**config.mk**
```make
export PLATFORM = sky130hd
export DESIGN_NAME = t1tcc_top
export DESIGN_NICKNAME = d
export VERILOG_FILES = /design/src/pkg/t1tcc_pkg.sv /design/src/verilog/t1tcc_clk_mon.sv /design/src/verilog/t1tcc_top.sv
export SDC_FILE = /design/constraint.sdc
export NUM_CORES = 1
export LEC_CHECK = 0
export BUFFER_PORTS_ARGS = -buffer_cell sky130_fd_sc_hd__buf_2
export CAP_MARGIN = 5
export CORE_ASPECT_RATIO = 1.4
export CORE_MARGIN = 2
export CORE_UTILIZATION = 45
export CTS_CLUSTER_DIAMETER = 120
export DETAILED_ROUTE_END_ITERATION = 10
export PLACE_DENSITY = 0.77
export SETUP_SLACK_MARGIN = 0.02
export SLEW_MARGIN = 20
export SYNTH_ARGS = -nofsm -noshare
export SYNTH_HDL_FRONTEND = slang
export SYNTH_HIERARCHICAL = 1
export SYNTH_SLANG_ARGS = --single-unit
```
**constraint.sdc**
```tcl
create_clock -name clk_i -period 1.85 [get_ports clk_i]
set_input_delay 0.185 -clock clk_i [delete_from_list [all_inputs] [get_ports clk_i]]
set_output_delay 0.185 -clock clk_i [all_outputs]
set_load 0.01 [all_outputs]
```
**src/pkg/t1tcc_pkg.sv**
```systemverilog
// Package of register map, field layout and constants for the T1 controls
//----------------------------------------------------------------------------
//----------------------------------------------------------------------------
package t1tcc_pkg;

	//--------------------------------------------------------------------------
	// Register indices; byte address is four times the index
	//--------------------------------------------------------------------------
	localparam logic [7:0] TX_CTRL_ONE_IDX  = 8'h35;
	localparam logic [7:0] TX_CTRL_TWO_IDX  = 8'h36;
	localparam logic [7:0] COMMON_CTRL_IDX  = 8'h37;
	localparam logic [7:0] STATUS_IDX       = 8'h40;

	//--------------------------------------------------------------------------
	// Reset values
	//--------------------------------------------------------------------------
	localparam logic [7:0] TX_CTRL_ONE_RST  = 8'h00;
	localparam logic [7:0] TX_CTRL_TWO_RST  = 8'h00;
	localparam logic [7:0] COMMON_CTRL_RST  = 8'h00;

	//--------------------------------------------------------------------------
	// Transmit control one fields
	//--------------------------------------------------------------------------
	localparam int CLK_FALLBACK_BIT  = 7;
	localparam int FRAMING_PT_BIT    = 6;
	localparam int CRC_PT_BIT        = 5;
	localparam int SIG_INSERT_BIT    = 4;
	localparam int GLOBAL_STUFF_BIT  = 3;
	localparam int LINK_SRC_BIT      = 2;
	localparam int BLUE_BIT          = 1;
	localparam int YELLOW_BIT        = 0;

	//--------------------------------------------------------------------------
	// Transmit control two fields
	//--------------------------------------------------------------------------
	localparam int PIN_TEST_HI_BIT   = 7;
	localparam int PIN_TEST_LO_BIT   = 6;
	localparam int SLOT_XCHG_BIT     = 5;
	localparam int SYNC_DW_BIT       = 4;
	localparam int SYNC_RATE_BIT     = 3;
	localparam int SYNC_DIR_BIT      = 2;
	localparam int YEL_FORMAT_BIT    = 1;
	localparam int ZERO_SUPP_BIT     = 0;

	//--------------------------------------------------------------------------
	// Common control one fields
	//--------------------------------------------------------------------------
	localparam int TX_STORE_BIT      = 7;
	localparam int LOCAL_LOOP_BIT    = 6;
	localparam int RX_SIG_ONES_BIT   = 5;
	localparam int REMOTE_LOOP_BIT   = 4;
	localparam int BP_CLK_RATE_BIT   = 3;

	//--------------------------------------------------------------------------
	// Channel byte bit positions, bit 1 is the MSB on the line
	//--------------------------------------------------------------------------
	localparam int CH_BIT2_POS       = 6;
	localparam int CH_BIT7_POS       = 1;
	localparam int CH_BIT8_POS       = 0;

	//--------------------------------------------------------------------------
	// Timing
	//--------------------------------------------------------------------------
	localparam int CLK_LOSS_CYCLES   = 64;

	//--------------------------------------------------------------------------
	// Enumerations
	//--------------------------------------------------------------------------
	typedef enum logic [1:0] {
		PT_NORMAL = 2'b00,
		PT_FLOAT  = 2'b01,
		PT_LOW    = 2'b10,
		PT_HIGH   = 2'b11
	} t1tcc_test_e;

	typedef enum logic [1:0] {
		FB_FRAMING = 2'b00,
		FB_CRC     = 2'b01,
		FB_LINK    = 2'b10,
		FB_SIGNAL  = 2'b11
	} t1tcc_fbit_e;

endpackage

```
**src/verilog/t1tcc_clk_mon.sv**
```systemverilog
// Transmit clock pin activity monitor with loss detection
`timescale 1ns/10ps
module t1tcc_clk_mon
	import t1tcc_pkg::*;
#(
	parameter int LOSS_CYCLES = CLK_LOSS_CYCLES
) (
	// System
	input  wire logic clk_i,
	input  wire logic rst_i,
	// Monitored pin and result
	input  wire logic clk_pin_i,
	output logic      lost_o
);

	localparam int CW = $clog2(LOSS_CYCLES + 1);
	localparam logic [CW-1:0] LIMIT = CW'(LOSS_CYCLES);

	logic          sync1_q;
	logic          sync2_q;
	logic          prev_q;
	logic [CW-1:0] idle_q;
	logic [CW-1:0] idle_d;
	wire           toggled = sync2_q ^ prev_q;

	// Idle counter saturates at the limit, any edge restarts it
	assign idle_d = toggled ? '0 : (idle_q == LIMIT ? idle_q : idle_q + 1'b1);
	assign lost_o = (idle_q == LIMIT);

	//--------------------------------------------------------------------------
	// Two-stage sync, then edge detect on the second stage only
	//--------------------------------------------------------------------------
	always_ff @(posedge clk_i) begin
		if (rst_i) begin
			sync1_q <= 1'b0;
			sync2_q <= 1'b0;
			prev_q  <= 1'b0;
			idle_q  <= '0;
		end else begin
			sync1_q <= clk_pin_i;
			sync2_q <= sync1_q;
			prev_q  <= sync2_q;
			idle_q  <= idle_d;
		end
	end

endmodule

```
**src/verilog/t1tcc_top.sv**
```systemverilog
// Transmit and common control register bank with its data-path controls
`timescale 1ns/10ps
module t1tcc_top
	import t1tcc_pkg::*;
#(
	parameter int LOSS_CYCLES = CLK_LOSS_CYCLES
) (
	// System
	input  wire logic        clk_i,
	input  wire logic        rst_i,
	// Wishbone slave
	input  wire logic        cyc_i,
	input  wire logic        stb_i,
	input  wire logic        we_i,
	input  wire logic [9:0]  adr_i,
	input  wire logic [3:0]  sel_i,
	input  wire logic [31:0] dat_i,
	output logic [31:0]      dat_o,
	output logic             ack_o,
	// Pins from outside
	input  wire logic        transmit_clock_i,
	input  wire logic        tx_link_pin_i,
	input  wire logic        tx_sync_pin_i,
	// Transmit channel stream from the formatter
	input  wire logic        tx_byte_valid_i,
	input  wire logic [7:0]  tx_serial_in_i,
	input  wire logic        chan_transparent_i,
	input  wire logic        sig_frame_i,
	input  wire logic        tx_sig_bit_i,
	// Transmit F-bit stream from the formatter
	input  wire logic        fbit_valid_i,
	input  wire logic [1:0]  fbit_kind_i,
	input  wire logic        fbit_serial_i,
	input  wire logic        fbit_internal_i,
	input  wire logic        tx_link_data_reg_i,
	input  wire logic        frame12_i,
	// Frame timing from the formatter
	input  wire logic        frame_start_i,
	input  wire logic        mframe_start_i,
	// Receive stream from the line side
	input  wire logic        rx_byte_valid_i,
	input  wire logic [7:0]  rx_line_byte_i,
	input  wire logic        rx_sig_frame_i,
	// Line outputs
	output logic [7:0]       line_out_byte_o,
	output logic             line_out_fbit_o,
	output logic [7:0]       rx_serial_out_o,
	// Sync pin
	output logic             tx_sync_pin_o,
	output logic             tx_sync_pin_oe_n_o,
	output logic             tx_sync_in_o,
	// Pin enables
	output logic             out_oe_n_o,
	output logic             host_port_oe_n_o,
	// Controls to neighbouring blocks
	output logic             use_rx_clock_o,
	output logic             tx_slot_interchange_en_o,
	output logic             tx_store_en_o,
	output logic             local_loop_en_o,
	output logic             remote_loop_en_o,
	output logic             backplane_clock_rate_sel_o
);

	//--------------------------------------------------------------------------
	// Declarations
	//--------------------------------------------------------------------------
	logic [7:0]  tcr_one_q;
	logic [7:0]  tcr_two_q;
	logic [7:0]  ccr_one_q;
	logic        ack_q;
	logic [31:0] rdata_q;
	logic        link1_q;
	logic        link2_q;
	logic        sync1_q;
	logic        sync2_q;
	logic [7:0]  line_byte_q;
	logic        line_fbit_q;
	logic [7:0]  rx_out_q;
	logic        sync_out_q;
	logic        sync_ext_q;
	logic        clk_lost;
	t1tcc_test_e pin_test;

	//--------------------------------------------------------------------------
	// Pin test forcing of a data byte
	//--------------------------------------------------------------------------
	function automatic logic [7:0] pin_force(logic [7:0] v, t1tcc_test_e m);
		logic [7:0] r;
		r = v;
		if (m == PT_LOW) begin
			r = 8'h00;
		end else if (m == PT_HIGH) begin
			r = 8'hff;
		end
		return r;
	endfunction

	//--------------------------------------------------------------------------
	// Field extraction
	//--------------------------------------------------------------------------
	wire clock_loss_fallback_sel  = tcr_one_q[CLK_FALLBACK_BIT];
	wire framing_bit_passthru     = tcr_one_q[FRAMING_PT_BIT];
	wire crc_passthru             = tcr_one_q[CRC_PT_BIT];
	wire signalling_insert_en     = tcr_one_q[SIG_INSERT_BIT];
	wire global_zero_stuff        = tcr_one_q[GLOBAL_STUFF_BIT];
	wire tx_link_source_sel       = tcr_one_q[LINK_SRC_BIT];
	wire blue_alarm_send          = tcr_one_q[BLUE_BIT];
	wire yellow_alarm_send        = tcr_one_q[YELLOW_BIT];
	wire tx_sync_double_wide      = tcr_two_q[SYNC_DW_BIT];
	wire tx_sync_rate_sel         = tcr_two_q[SYNC_RATE_BIT];
	wire tx_sync_direction        = tcr_two_q[SYNC_DIR_BIT];
	wire tx_superframe_alarm_fmt  = tcr_two_q[YEL_FORMAT_BIT];
	wire zero_suppression_en      = tcr_two_q[ZERO_SUPP_BIT];
	wire rx_signalling_force_ones = ccr_one_q[RX_SIG_ONES_BIT];

	// Two test bits form one mode code
	assign pin_test = t1tcc_test_e'({tcr_two_q[PIN_TEST_HI_BIT],
		tcr_two_q[PIN_TEST_LO_BIT]});

	//--------------------------------------------------------------------------
	// Bus decode
	//--------------------------------------------------------------------------
	wire [7:0] idx     = adr_i[9:2];
	wire       req     = cyc_i & stb_i & ~ack_q;
	wire       wr_lane = req & we_i & sel_i[0];
	wire       wr_one  = wr_lane & (idx == TX_CTRL_ONE_IDX);
	wire       wr_two  = wr_lane & (idx == TX_CTRL_TWO_IDX);
	wire       wr_ccr  = wr_lane & (idx == COMMON_CTRL_IDX);
	wire [7:0] status  = {5'h00, sync2_q, use_rx_clock_o, clk_lost};
	// Unmapped indices read as zero and still acknowledge
	wire [7:0] rd_sel  = (idx == TX_CTRL_ONE_IDX) ? tcr_one_q :
	                     (idx == TX_CTRL_TWO_IDX) ? tcr_two_q :
	                     (idx == COMMON_CTRL_IDX) ? ccr_one_q :
	                     (idx == STATUS_IDX)      ? status    : 8'h00;

	assign ack_o = ack_q;
	assign dat_o = rdata_q;

	//--------------------------------------------------------------------------
	// Registers and single-cycle answer
	//--------------------------------------------------------------------------
	always_ff @(posedge clk_i) begin
		if (rst_i) begin
			tcr_one_q <= TX_CTRL_ONE_RST;
			tcr_two_q <= TX_CTRL_TWO_RST;
			ccr_one_q <= COMMON_CTRL_RST;
			ack_q     <= 1'b0;
			rdata_q   <= 32'h0000_0000;
		end else begin
			ack_q   <= req;
			rdata_q <= req ? {24'h00_0000, rd_sel} : 32'h0000_0000;
			if (wr_one) begin
				tcr_one_q <= dat_i[7:0];
			end
			if (wr_two) begin
				tcr_two_q <= dat_i[7:0];
			end
			if (wr_ccr) begin
				ccr_one_q <= dat_i[7:0];
			end
		end
	end

	//--------------------------------------------------------------------------
	// Clock loss watch and fallback
	//--------------------------------------------------------------------------
	t1tcc_clk_mon #(
		.LOSS_CYCLES (LOSS_CYCLES)
	) u_clk_mon (
		.clk_i     (clk_i),
		.rst_i     (rst_i),
		.clk_pin_i (transmit_clock_i),
		.lost_o    (clk_lost)
	);

	// Only switches while the fallback is armed
	assign use_rx_clock_o = clock_loss_fallback_sel & clk_lost;

	//--------------------------------------------------------------------------
	// Plain control outputs
	//--------------------------------------------------------------------------
	assign tx_slot_interchange_en_o   = tcr_two_q[SLOT_XCHG_BIT];
	assign tx_store_en_o              = ccr_one_q[TX_STORE_BIT];
	assign local_loop_en_o            = ccr_one_q[LOCAL_LOOP_BIT];
	assign remote_loop_en_o           = ccr_one_q[REMOTE_LOOP_BIT];
	// 0 line-rate backplane, 1 E1-rate backplane
	assign backplane_clock_rate_sel_o = ccr_one_q[BP_CLK_RATE_BIT];

	//--------------------------------------------------------------------------
	// Pin synchronisers for link and sync inputs
	//--------------------------------------------------------------------------
	always_ff @(posedge clk_i) begin
		if (rst_i) begin
			link1_q <= 1'b0;
			link2_q <= 1'b0;
			sync1_q <= 1'b0;
			sync2_q <= 1'b0;
		end else begin
			link1_q <= tx_link_pin_i;
			link2_q <= link1_q;
			sync1_q <= tx_sync_pin_i;
			sync2_q <= sync1_q;
		end
	end

	//--------------------------------------------------------------------------
	// Transmit channel byte path
	//--------------------------------------------------------------------------
	// Remote loop replaces serial input with recovered line data
	wire [7:0] src_byte = remote_loop_en_o ? rx_line_byte_i
	                                       : tx_serial_in_i;
	wire       all_zero = (src_byte == 8'h00);
	// Global stuffing overrides per-channel transparency
	wire       do_stuff = zero_suppression_en & all_zero &
	                      (global_zero_stuff | ~chan_transparent_i);
	wire       do_sig   = signalling_insert_en & sig_frame_i &
	                      ~chan_transparent_i;
	wire       yel_bit2 = yellow_alarm_send & ~tx_superframe_alarm_fmt;
	logic [7:0] fmt_byte;

	// Loopback bytes keep their line content, except that blue alarm still forces all ones
	always_comb begin
		fmt_byte = src_byte;
		if (!remote_loop_en_o) begin
			if (do_stuff) begin
				fmt_byte[CH_BIT7_POS] = 1'b1;
			end
			if (do_sig) begin
				fmt_byte[CH_BIT8_POS] = tx_sig_bit_i;
			end
			if (yel_bit2) begin
				fmt_byte[CH_BIT2_POS] = 1'b0;
			end
		end
		if (blue_alarm_send) begin
			fmt_byte = 8'hff;
		end
	end

	//--------------------------------------------------------------------------
	// Transmit F-bit selection
	//--------------------------------------------------------------------------
	wire link_bit = tx_link_source_sel ? link2_q : tx_link_data_reg_i;
	logic fbit_sel;

	// Pass-through bits come straight from the serial input
	always_comb begin
		unique case (t1tcc_fbit_e'(fbit_kind_i))
			FB_FRAMING: fbit_sel = framing_bit_passthru ? fbit_serial_i
			                                            : fbit_internal_i;
			FB_CRC:     fbit_sel = crc_passthru ? fbit_serial_i
			                                    : fbit_internal_i;
			FB_LINK:    fbit_sel = link_bit;
			FB_SIGNAL:  fbit_sel = fbit_internal_i;
		endcase
		// Superframe yellow rides on the frame 12 S-bit
		if (yellow_alarm_send && tx_superframe_alarm_fmt && frame12_i &&
			t1tcc_fbit_e'(fbit_kind_i) == FB_SIGNAL) begin
			fbit_sel = 1'b1;
		end
		if (blue_alarm_send) begin
			fbit_sel = 1'b1;
		end
	end

	//--------------------------------------------------------------------------
	// Receive path with local loop and signalling forcing
	//--------------------------------------------------------------------------
	// Local loop hands transmitted bytes back, line transmit goes on
	wire [7:0] rx_src  = local_loop_en_o ? fmt_byte : rx_line_byte_i;
	wire       rx_take = local_loop_en_o ? tx_byte_valid_i : rx_byte_valid_i;
	wire [7:0] rx_fmt  = {rx_src[7:1], rx_src[0] |
	                      (rx_signalling_force_ones & rx_sig_frame_i)};

	//--------------------------------------------------------------------------
	// Transmit sync pulse
	//--------------------------------------------------------------------------
	// Double width only stretches pulses that open a signalling frame
	wire sync_src = tx_sync_rate_sel ? mframe_start_i : frame_start_i;
	wire sync_dw  = tx_sync_double_wide & sig_frame_i & sync_src;

	// Single bits ride in bit 0 through the byte-wide test forcing
	wire [7:0] fbit_forced = pin_force({7'h00, fbit_sel}, pin_test);
	wire [7:0] sync_forced = pin_force({7'h00, sync_src | sync_ext_q},
	                                   pin_test);

	//--------------------------------------------------------------------------
	// Data output flops, test forcing applied before the flop
	//--------------------------------------------------------------------------
	always_ff @(posedge clk_i) begin
		if (rst_i) begin
			line_byte_q <= 8'h00;
			line_fbit_q <= 1'b0;
			rx_out_q    <= 8'h00;
			sync_out_q  <= 1'b0;
			sync_ext_q  <= 1'b0;
		end else begin
			if (tx_byte_valid_i) begin
				line_byte_q <= pin_force(fmt_byte, pin_test);
			end
			if (fbit_valid_i) begin
				line_fbit_q <= fbit_forced[0];
			end
			if (rx_take) begin
				rx_out_q <= pin_force(rx_fmt, pin_test);
			end
			sync_ext_q <= sync_dw;
			sync_out_q <= sync_forced[0];
		end
	end

	//--------------------------------------------------------------------------
	// Output pins and enables
	//--------------------------------------------------------------------------
	wire floating = (pin_test == PT_FLOAT);
	assign line_out_byte_o    = line_byte_q;
	assign line_out_fbit_o    = line_fbit_q;
	assign rx_serial_out_o    = rx_out_q;
	assign tx_sync_pin_o      = sync_out_q;
	// Forced levels need the sync pin driven even in input mode
	assign tx_sync_pin_oe_n_o = floating | (~tx_sync_direction &
	                            (pin_test == PT_NORMAL));
	assign tx_sync_in_o       = sync2_q;
	assign out_oe_n_o         = floating;
	assign host_port_oe_n_o   = floating;

	//--------------------------------------------------------------------------
	// Checks
	//--------------------------------------------------------------------------
	property p_bus_ack;
		@(posedge clk_i) disable iff (rst_i)
		(cyc_i && stb_i && !ack_o) |=> ack_o ##1 !ack_o;
	endproperty
	a_bus_ack: assert property (p_bus_ack) else $error("ack not one cycle");

	property p_write_one;
		@(posedge clk_i) disable iff (rst_i)
		wr_one |=> tcr_one_q == $past(dat_i[7:0]);
	endproperty
	a_write_one: assert property (p_write_one) else $error("write lost");

	property p_fallback;
		@(posedge clk_i) disable iff (rst_i)
		use_rx_clock_o |-> clock_loss_fallback_sel && clk_lost;
	endproperty
	a_fallback: assert property (p_fallback) else $error("bad fallback");

	property p_blue;
		@(posedge clk_i) disable iff (rst_i)
		(tx_byte_valid_i && blue_alarm_send && pin_test == PT_NORMAL)
		|=> line_out_byte_o == 8'hff;
	endproperty
	a_blue: assert property (p_blue) else $error("blue not all ones");

	property p_stuff;
		@(posedge clk_i) disable iff (rst_i)
		(tx_byte_valid_i && !blue_alarm_send && !remote_loop_en_o &&
		 pin_test == PT_NORMAL && zero_suppression_en && global_zero_stuff &&
		 tx_serial_in_i == 8'h00 && !do_sig && !yel_bit2)
		|=> line_out_byte_o == 8'h02;
	endproperty
	a_stuff: assert property (p_stuff) else $error("no bit 7 stuff");

	property p_rx_ones;
		@(posedge clk_i) disable iff (rst_i)
		(rx_take && rx_signalling_force_ones && rx_sig_frame_i &&
		 pin_test == PT_NORMAL) |=> rx_serial_out_o[CH_BIT8_POS];
	endproperty
	a_rx_ones: assert property (p_rx_ones) else $error("sig not forced");

	property p_test_low;
		@(posedge clk_i) disable iff (rst_i)
		(tx_byte_valid_i && pin_test == PT_LOW) |=> line_out_byte_o == 8'h00;
	endproperty
	a_test_low: assert property (p_test_low) else $error("not low");

	property p_float;
		@(posedge clk_i) disable iff (rst_i)
		floating |-> out_oe_n_o && host_port_oe_n_o && tx_sync_pin_oe_n_o;
	endproperty
	a_float: assert property (p_float) else $error("pins not floated");

	property p_sync_dir;
		@(posedge clk_i) disable iff (rst_i)
		(pin_test == PT_NORMAL) |-> tx_sync_pin_oe_n_o == !tx_sync_direction;
	endproperty
	a_sync_dir: assert property (p_sync_dir) else $error("sync dir");

	property p_link;
		@(posedge clk_i) disable iff (rst_i)
		(fbit_valid_i && fbit_kind_i == FB_LINK && !blue_alarm_send &&
		 pin_test == PT_NORMAL) |=> line_out_fbit_o == $past(link_bit);
	endproperty
	a_link: assert property (p_link) else $error("link source");

endmodule

```
==> impl_metrics.csv <==
group,metric,value,unit
setup_path,slowest_stage,"or4b_4",
die,io_pins,146,
logic_synthesis,synth_area_leaders,"dfxtp_1 (40%), mux2i_1 (7.0%), buf_4 (6.7%)",
clocking,htree_num_levels,3,
sta,post-route-period-util,0.972,
power_and_ir_drop,total_leakage_power,1.83,nW
global_route,antenna_found_initial,0,
logic_synthesis,synth-seq-cells,66,
power_and_ir_drop,pwr-share-comb,0.112,
global_route,grt_pass1_wl,13700,µm
setup_path,critPathMaxFanout,2,
logic_synthesis,syn_area_per_cell,8.64,µm²
setup_path,path_buf_inv,1,
die,core,6980,µm²
drt,viasPerCell,5.20,
status,outcome,"complete, no violations",
sta,max_freq,556,MHz
power_and_ir_drop,power.density,726,nW/µm²
clocking,cts_buffer_depth,2,
logic_synthesis,yosys.area_share.xor_xnor,0.0107,
power_and_ir_drop,seq_power_share,0.519,
cells_and_area,final_common_cell,"buf_2",
place,io_buffers,92,
drt,drt_iter0_drc,119,
logic_synthesis,synth.area.mux_share,0.0785,
clocking,cts_tree,"yes",
logic_synthesis,synth-adder-area-share,0.00766,
logic_synthesis,synth_top_family_by_area,"simple AND/OR/NAND/NOR gates",
sta,setup_viol,0,
sta,skew,0.00550,ns
sta,rsz0062_at_grt,"false",
setup_path,cp.required,1.66,ns
clocking,cts.clk_slew.worst_paths,0.07,ns
place,place_congestion,0.896,
logic_synthesis,synth_top_area_cell,"dfxtp_1",
power_and_ir_drop,p_sw_frac,0.262,
setup_path,cp-start-kind,"register",
logic_synthesis,yosysWarnings,6,
clocking,clockRootBuffer,"clkbuf_8",
sta,hold_viol,0,
logic_synthesis,synth_top_area_frac,0.405,
sta,setup_slack,0.0524,ns
flow_run,max_cap_viol_count,0,
clocking,numClockSinks,66,
sta,maxSlewViolCount,0,
cells_and_area,nets,559,
drt,wl_per_cell,14.7,µm
setup_path,critPathCaptureType,"output pin",
logic_synthesis,ys_types,57,
cells_and_area,finish.utilization,0.562,
logic_synthesis,seq_area_frac_synth,0.405,
cells_and_area,drive_gt1_frac,0.298,
power_and_ir_drop,clkPwrFrac,0.369,
logic_synthesis,synthSimpleGateAreaFrac,0.244,
die,die_area,7960,µm²
sta,fin_crit,1.80,ns
cells_and_area,n_fill_cell,666,
die,initial_utilization,0.468,
setup_path,path_class,"register to output pin",
clocking,cts_buffers,9,
global_route,overflow,0,
power_and_ir_drop,p_switching,0.745,mW
logic_synthesis,async_flop_share,0,
setup_path,path_cells,"or4b_4, nor2_4, and2_4, buf_6",
clocking,worstSkewPairLatency,0.34,ns
drt,antenna_left,0,
drt,drcViolationCount,0,
setup_path,cp_top_family,"simple AND/OR/NAND/NOR gates",
global_route,gr-usage-met1,0.234,
hold_path,hp-class,"input pin to register",
cells_and_area,final_cell_mix,"buf_2 (91), dfxtp_1 (63), nor2_1 (52)",
place,hpwl,6230,µm
logic_synthesis,syn-cell-area,3270,µm²
die,dieHeight,105,µm
drt,dr_total_vias,2977,
logic_synthesis,synth_compound_area_frac,0.151,
cells_and_area,antenna_cells,0,
power_and_ir_drop,p_int,2.10,mW
cells_and_area,syn_to_final_growth,20.2,%
setup_path,critPathMaxStageDelay,0.56,ns
place,dp_worst_setup_slack,0.102,ns
setup_path,worst_ep_arrival_time,1.61,ns
sta,max_slew_margin,0.641,
sta,timing.setup.tns,0,ns
global_route,grt_max_degree,53,
global_route,grt_pass1_vias,2997,
global_route,grt-busiest-layer,"met2",
logic_synthesis,synth_enable_flop_cells,0,
die,row_count,36,
global_route,met3_usage,0.0561,
drt,drt_first_pass_iters,4,
logic_synthesis,synthesis.instances,378,
global_route,grt_use_total,0.214,
drt,wl,8420,µm
global_route,grtUsageMet2,0.379,
logic_synthesis,synth_ff_type,"dfxtp_1",
power_and_ir_drop,vdd_drop_max,484,µV
clocking,hold_buffers,0,
die,die_x,76.0,µm
sta,worst_slew_pin_slew,0.538,ns
## worst reg2reg max path, delay by kind of cell (launching register included)
kind / cells / cell delay [ns]
buffers and inverters: 1 / 0.24
DFF: 1 / 0.49
muxes: 1 / 0.35
AOI/OAI and AO/OA: 3 / 0.60
## cells in the mapped netlist, types with 2 or more instances
cell / instances
nand3b_1: 2
buf_4: 29
xor2_1: 2
a22oi_1: 4
buf_2: 6
xnor2_1: 2
nor3_2: 3
a211oi_1: 9
or4b_4: 2
o31a_1: 2
clkbuf_1: 8
nand2b_1: 5
and2_1: 2
o22ai_1: 3
a311o_1: 2
ha_1: 2
nor2b_1: 10
nor2_1: 53
a21oi_1: 39
inv_1: 10
nand3_1: 13
nor4b_1: 2
nor4_1: 4
nand2_1: 24
o21ai_0: 7
or3_1: 5
nor4_4: 2
dfxtp_1: 66
o21ai_1: 4
o211ai_1: 2
a311oi_1: 2
mux2i_1: 23
nor3_1: 5
## metrics by stage
| stage | total power, mW | std cells | area, µm² | hold slack (ns) |
|---|---|---|---|---|
| 6_report | 2.85 | 572 | 3930 | 0.0508 |
| 5_1_grt | 2.96 | 572 | 3930 | 0.0550 |
| 4_1_cts | 2.87 | 569 | 3890 | 0.0441 |
| 3_5_place_dp | 1.82 | 552 | 3700 | 0.404 |
| 3_3_place_gp | 1.81 | 552 | 3700 | 0.393 |
| 2_1_floorplan | 1.73 | 401 | 3350 | 0.257 |
## sequential cells by signal, indices dropped and copies added, names as in the netlist
register           flops
tx_sync_in_o           1
ack_o                  1
tcr_one_q              8
rx_serial_out_o        8
link1_q                1
link2_q                1
u_clk_mon/sync2_q      1
tx_sync_pin_o          1
sync_ext_q             1
u_clk_mon/idle_q       7
u_clk_mon/sync1_q      1
tcr_two_q              8
u_clk_mon/prev_q       1
line_out_fbit_o        1
dat_o                  8
sync1_q                1
ccr_one_q              8
line_out_byte_o        8
## cell type report
type | instances | area, µm² | share of cell area
clock buffer | 13 | 149 | 0.0379
clock inverter | 3 | 15.0 | 0.00383
inverter | 12 | 45.0 | 0.0115
multi-input combinational | 279 | 1720 | 0.437
sequential | 66 | 1330 | 0.338
tap | 95 | 119 | 0.0303
timing repair buffer | 104 | 557 | 0.142
## power by group through the flow
stage	clock [mW]	sequential [mW]	combinational, mW
global route	1.12	1.48	0.353
floorplan	0	1.52	0.206
detailed placement	0	1.51	0.311
CTS	1.08	1.48	0.314
finish	1.05	1.48	0.319
global placement	0	1.51	0.303
## per-layer routing
| metal | share of wire | routed length (µm) |
|---|---|---|
| met1 | 0.40 | 3380 |
| met2 | 0.51 | 4340 |
| met3 | 0.065 | 547 |
| met4 | 0.019 | 156 |
| met5 | 0 | 0 |
## what timing repair did
| item | CTS | global route |
|---|---|---|
| pin swaps | 1 | 2 |
| setup endpoints to repair | 1 | 2 |
| setup buffers | 1 | 3 |
| resized for setup | 5 | 4 |
## final timing paths
kind | cells after the start | endpoint | slack (ns) | from
max reg2reg | 5 | rx_serial_out_o[1] | 0.08 | ccr_one_q[4]
min reg2reg | 1 | u_clk_mon/sync2_q | 0.44 | u_clk_mon/sync1_q
max | 4 | use_rx_clock_o | 0.05 | u_clk_mon/idle_q[3]
min | 2 | sync1_q | 0.05 | tx_sync_pin_i
## cells by family after synthesis
| family | after synthesis |
|---|---|
| and+or+nand+nor | 144 |
| adders and majority gates | 2 |
| xor gates and xnor gates | 4 |
| DFF | 66 |
| other | 1 |
| muxes | 25 |
| buffers and inverters | 56 |
| AOI/OAI and AO/OA | 80 |
Power figures use the tool's default switching activity.
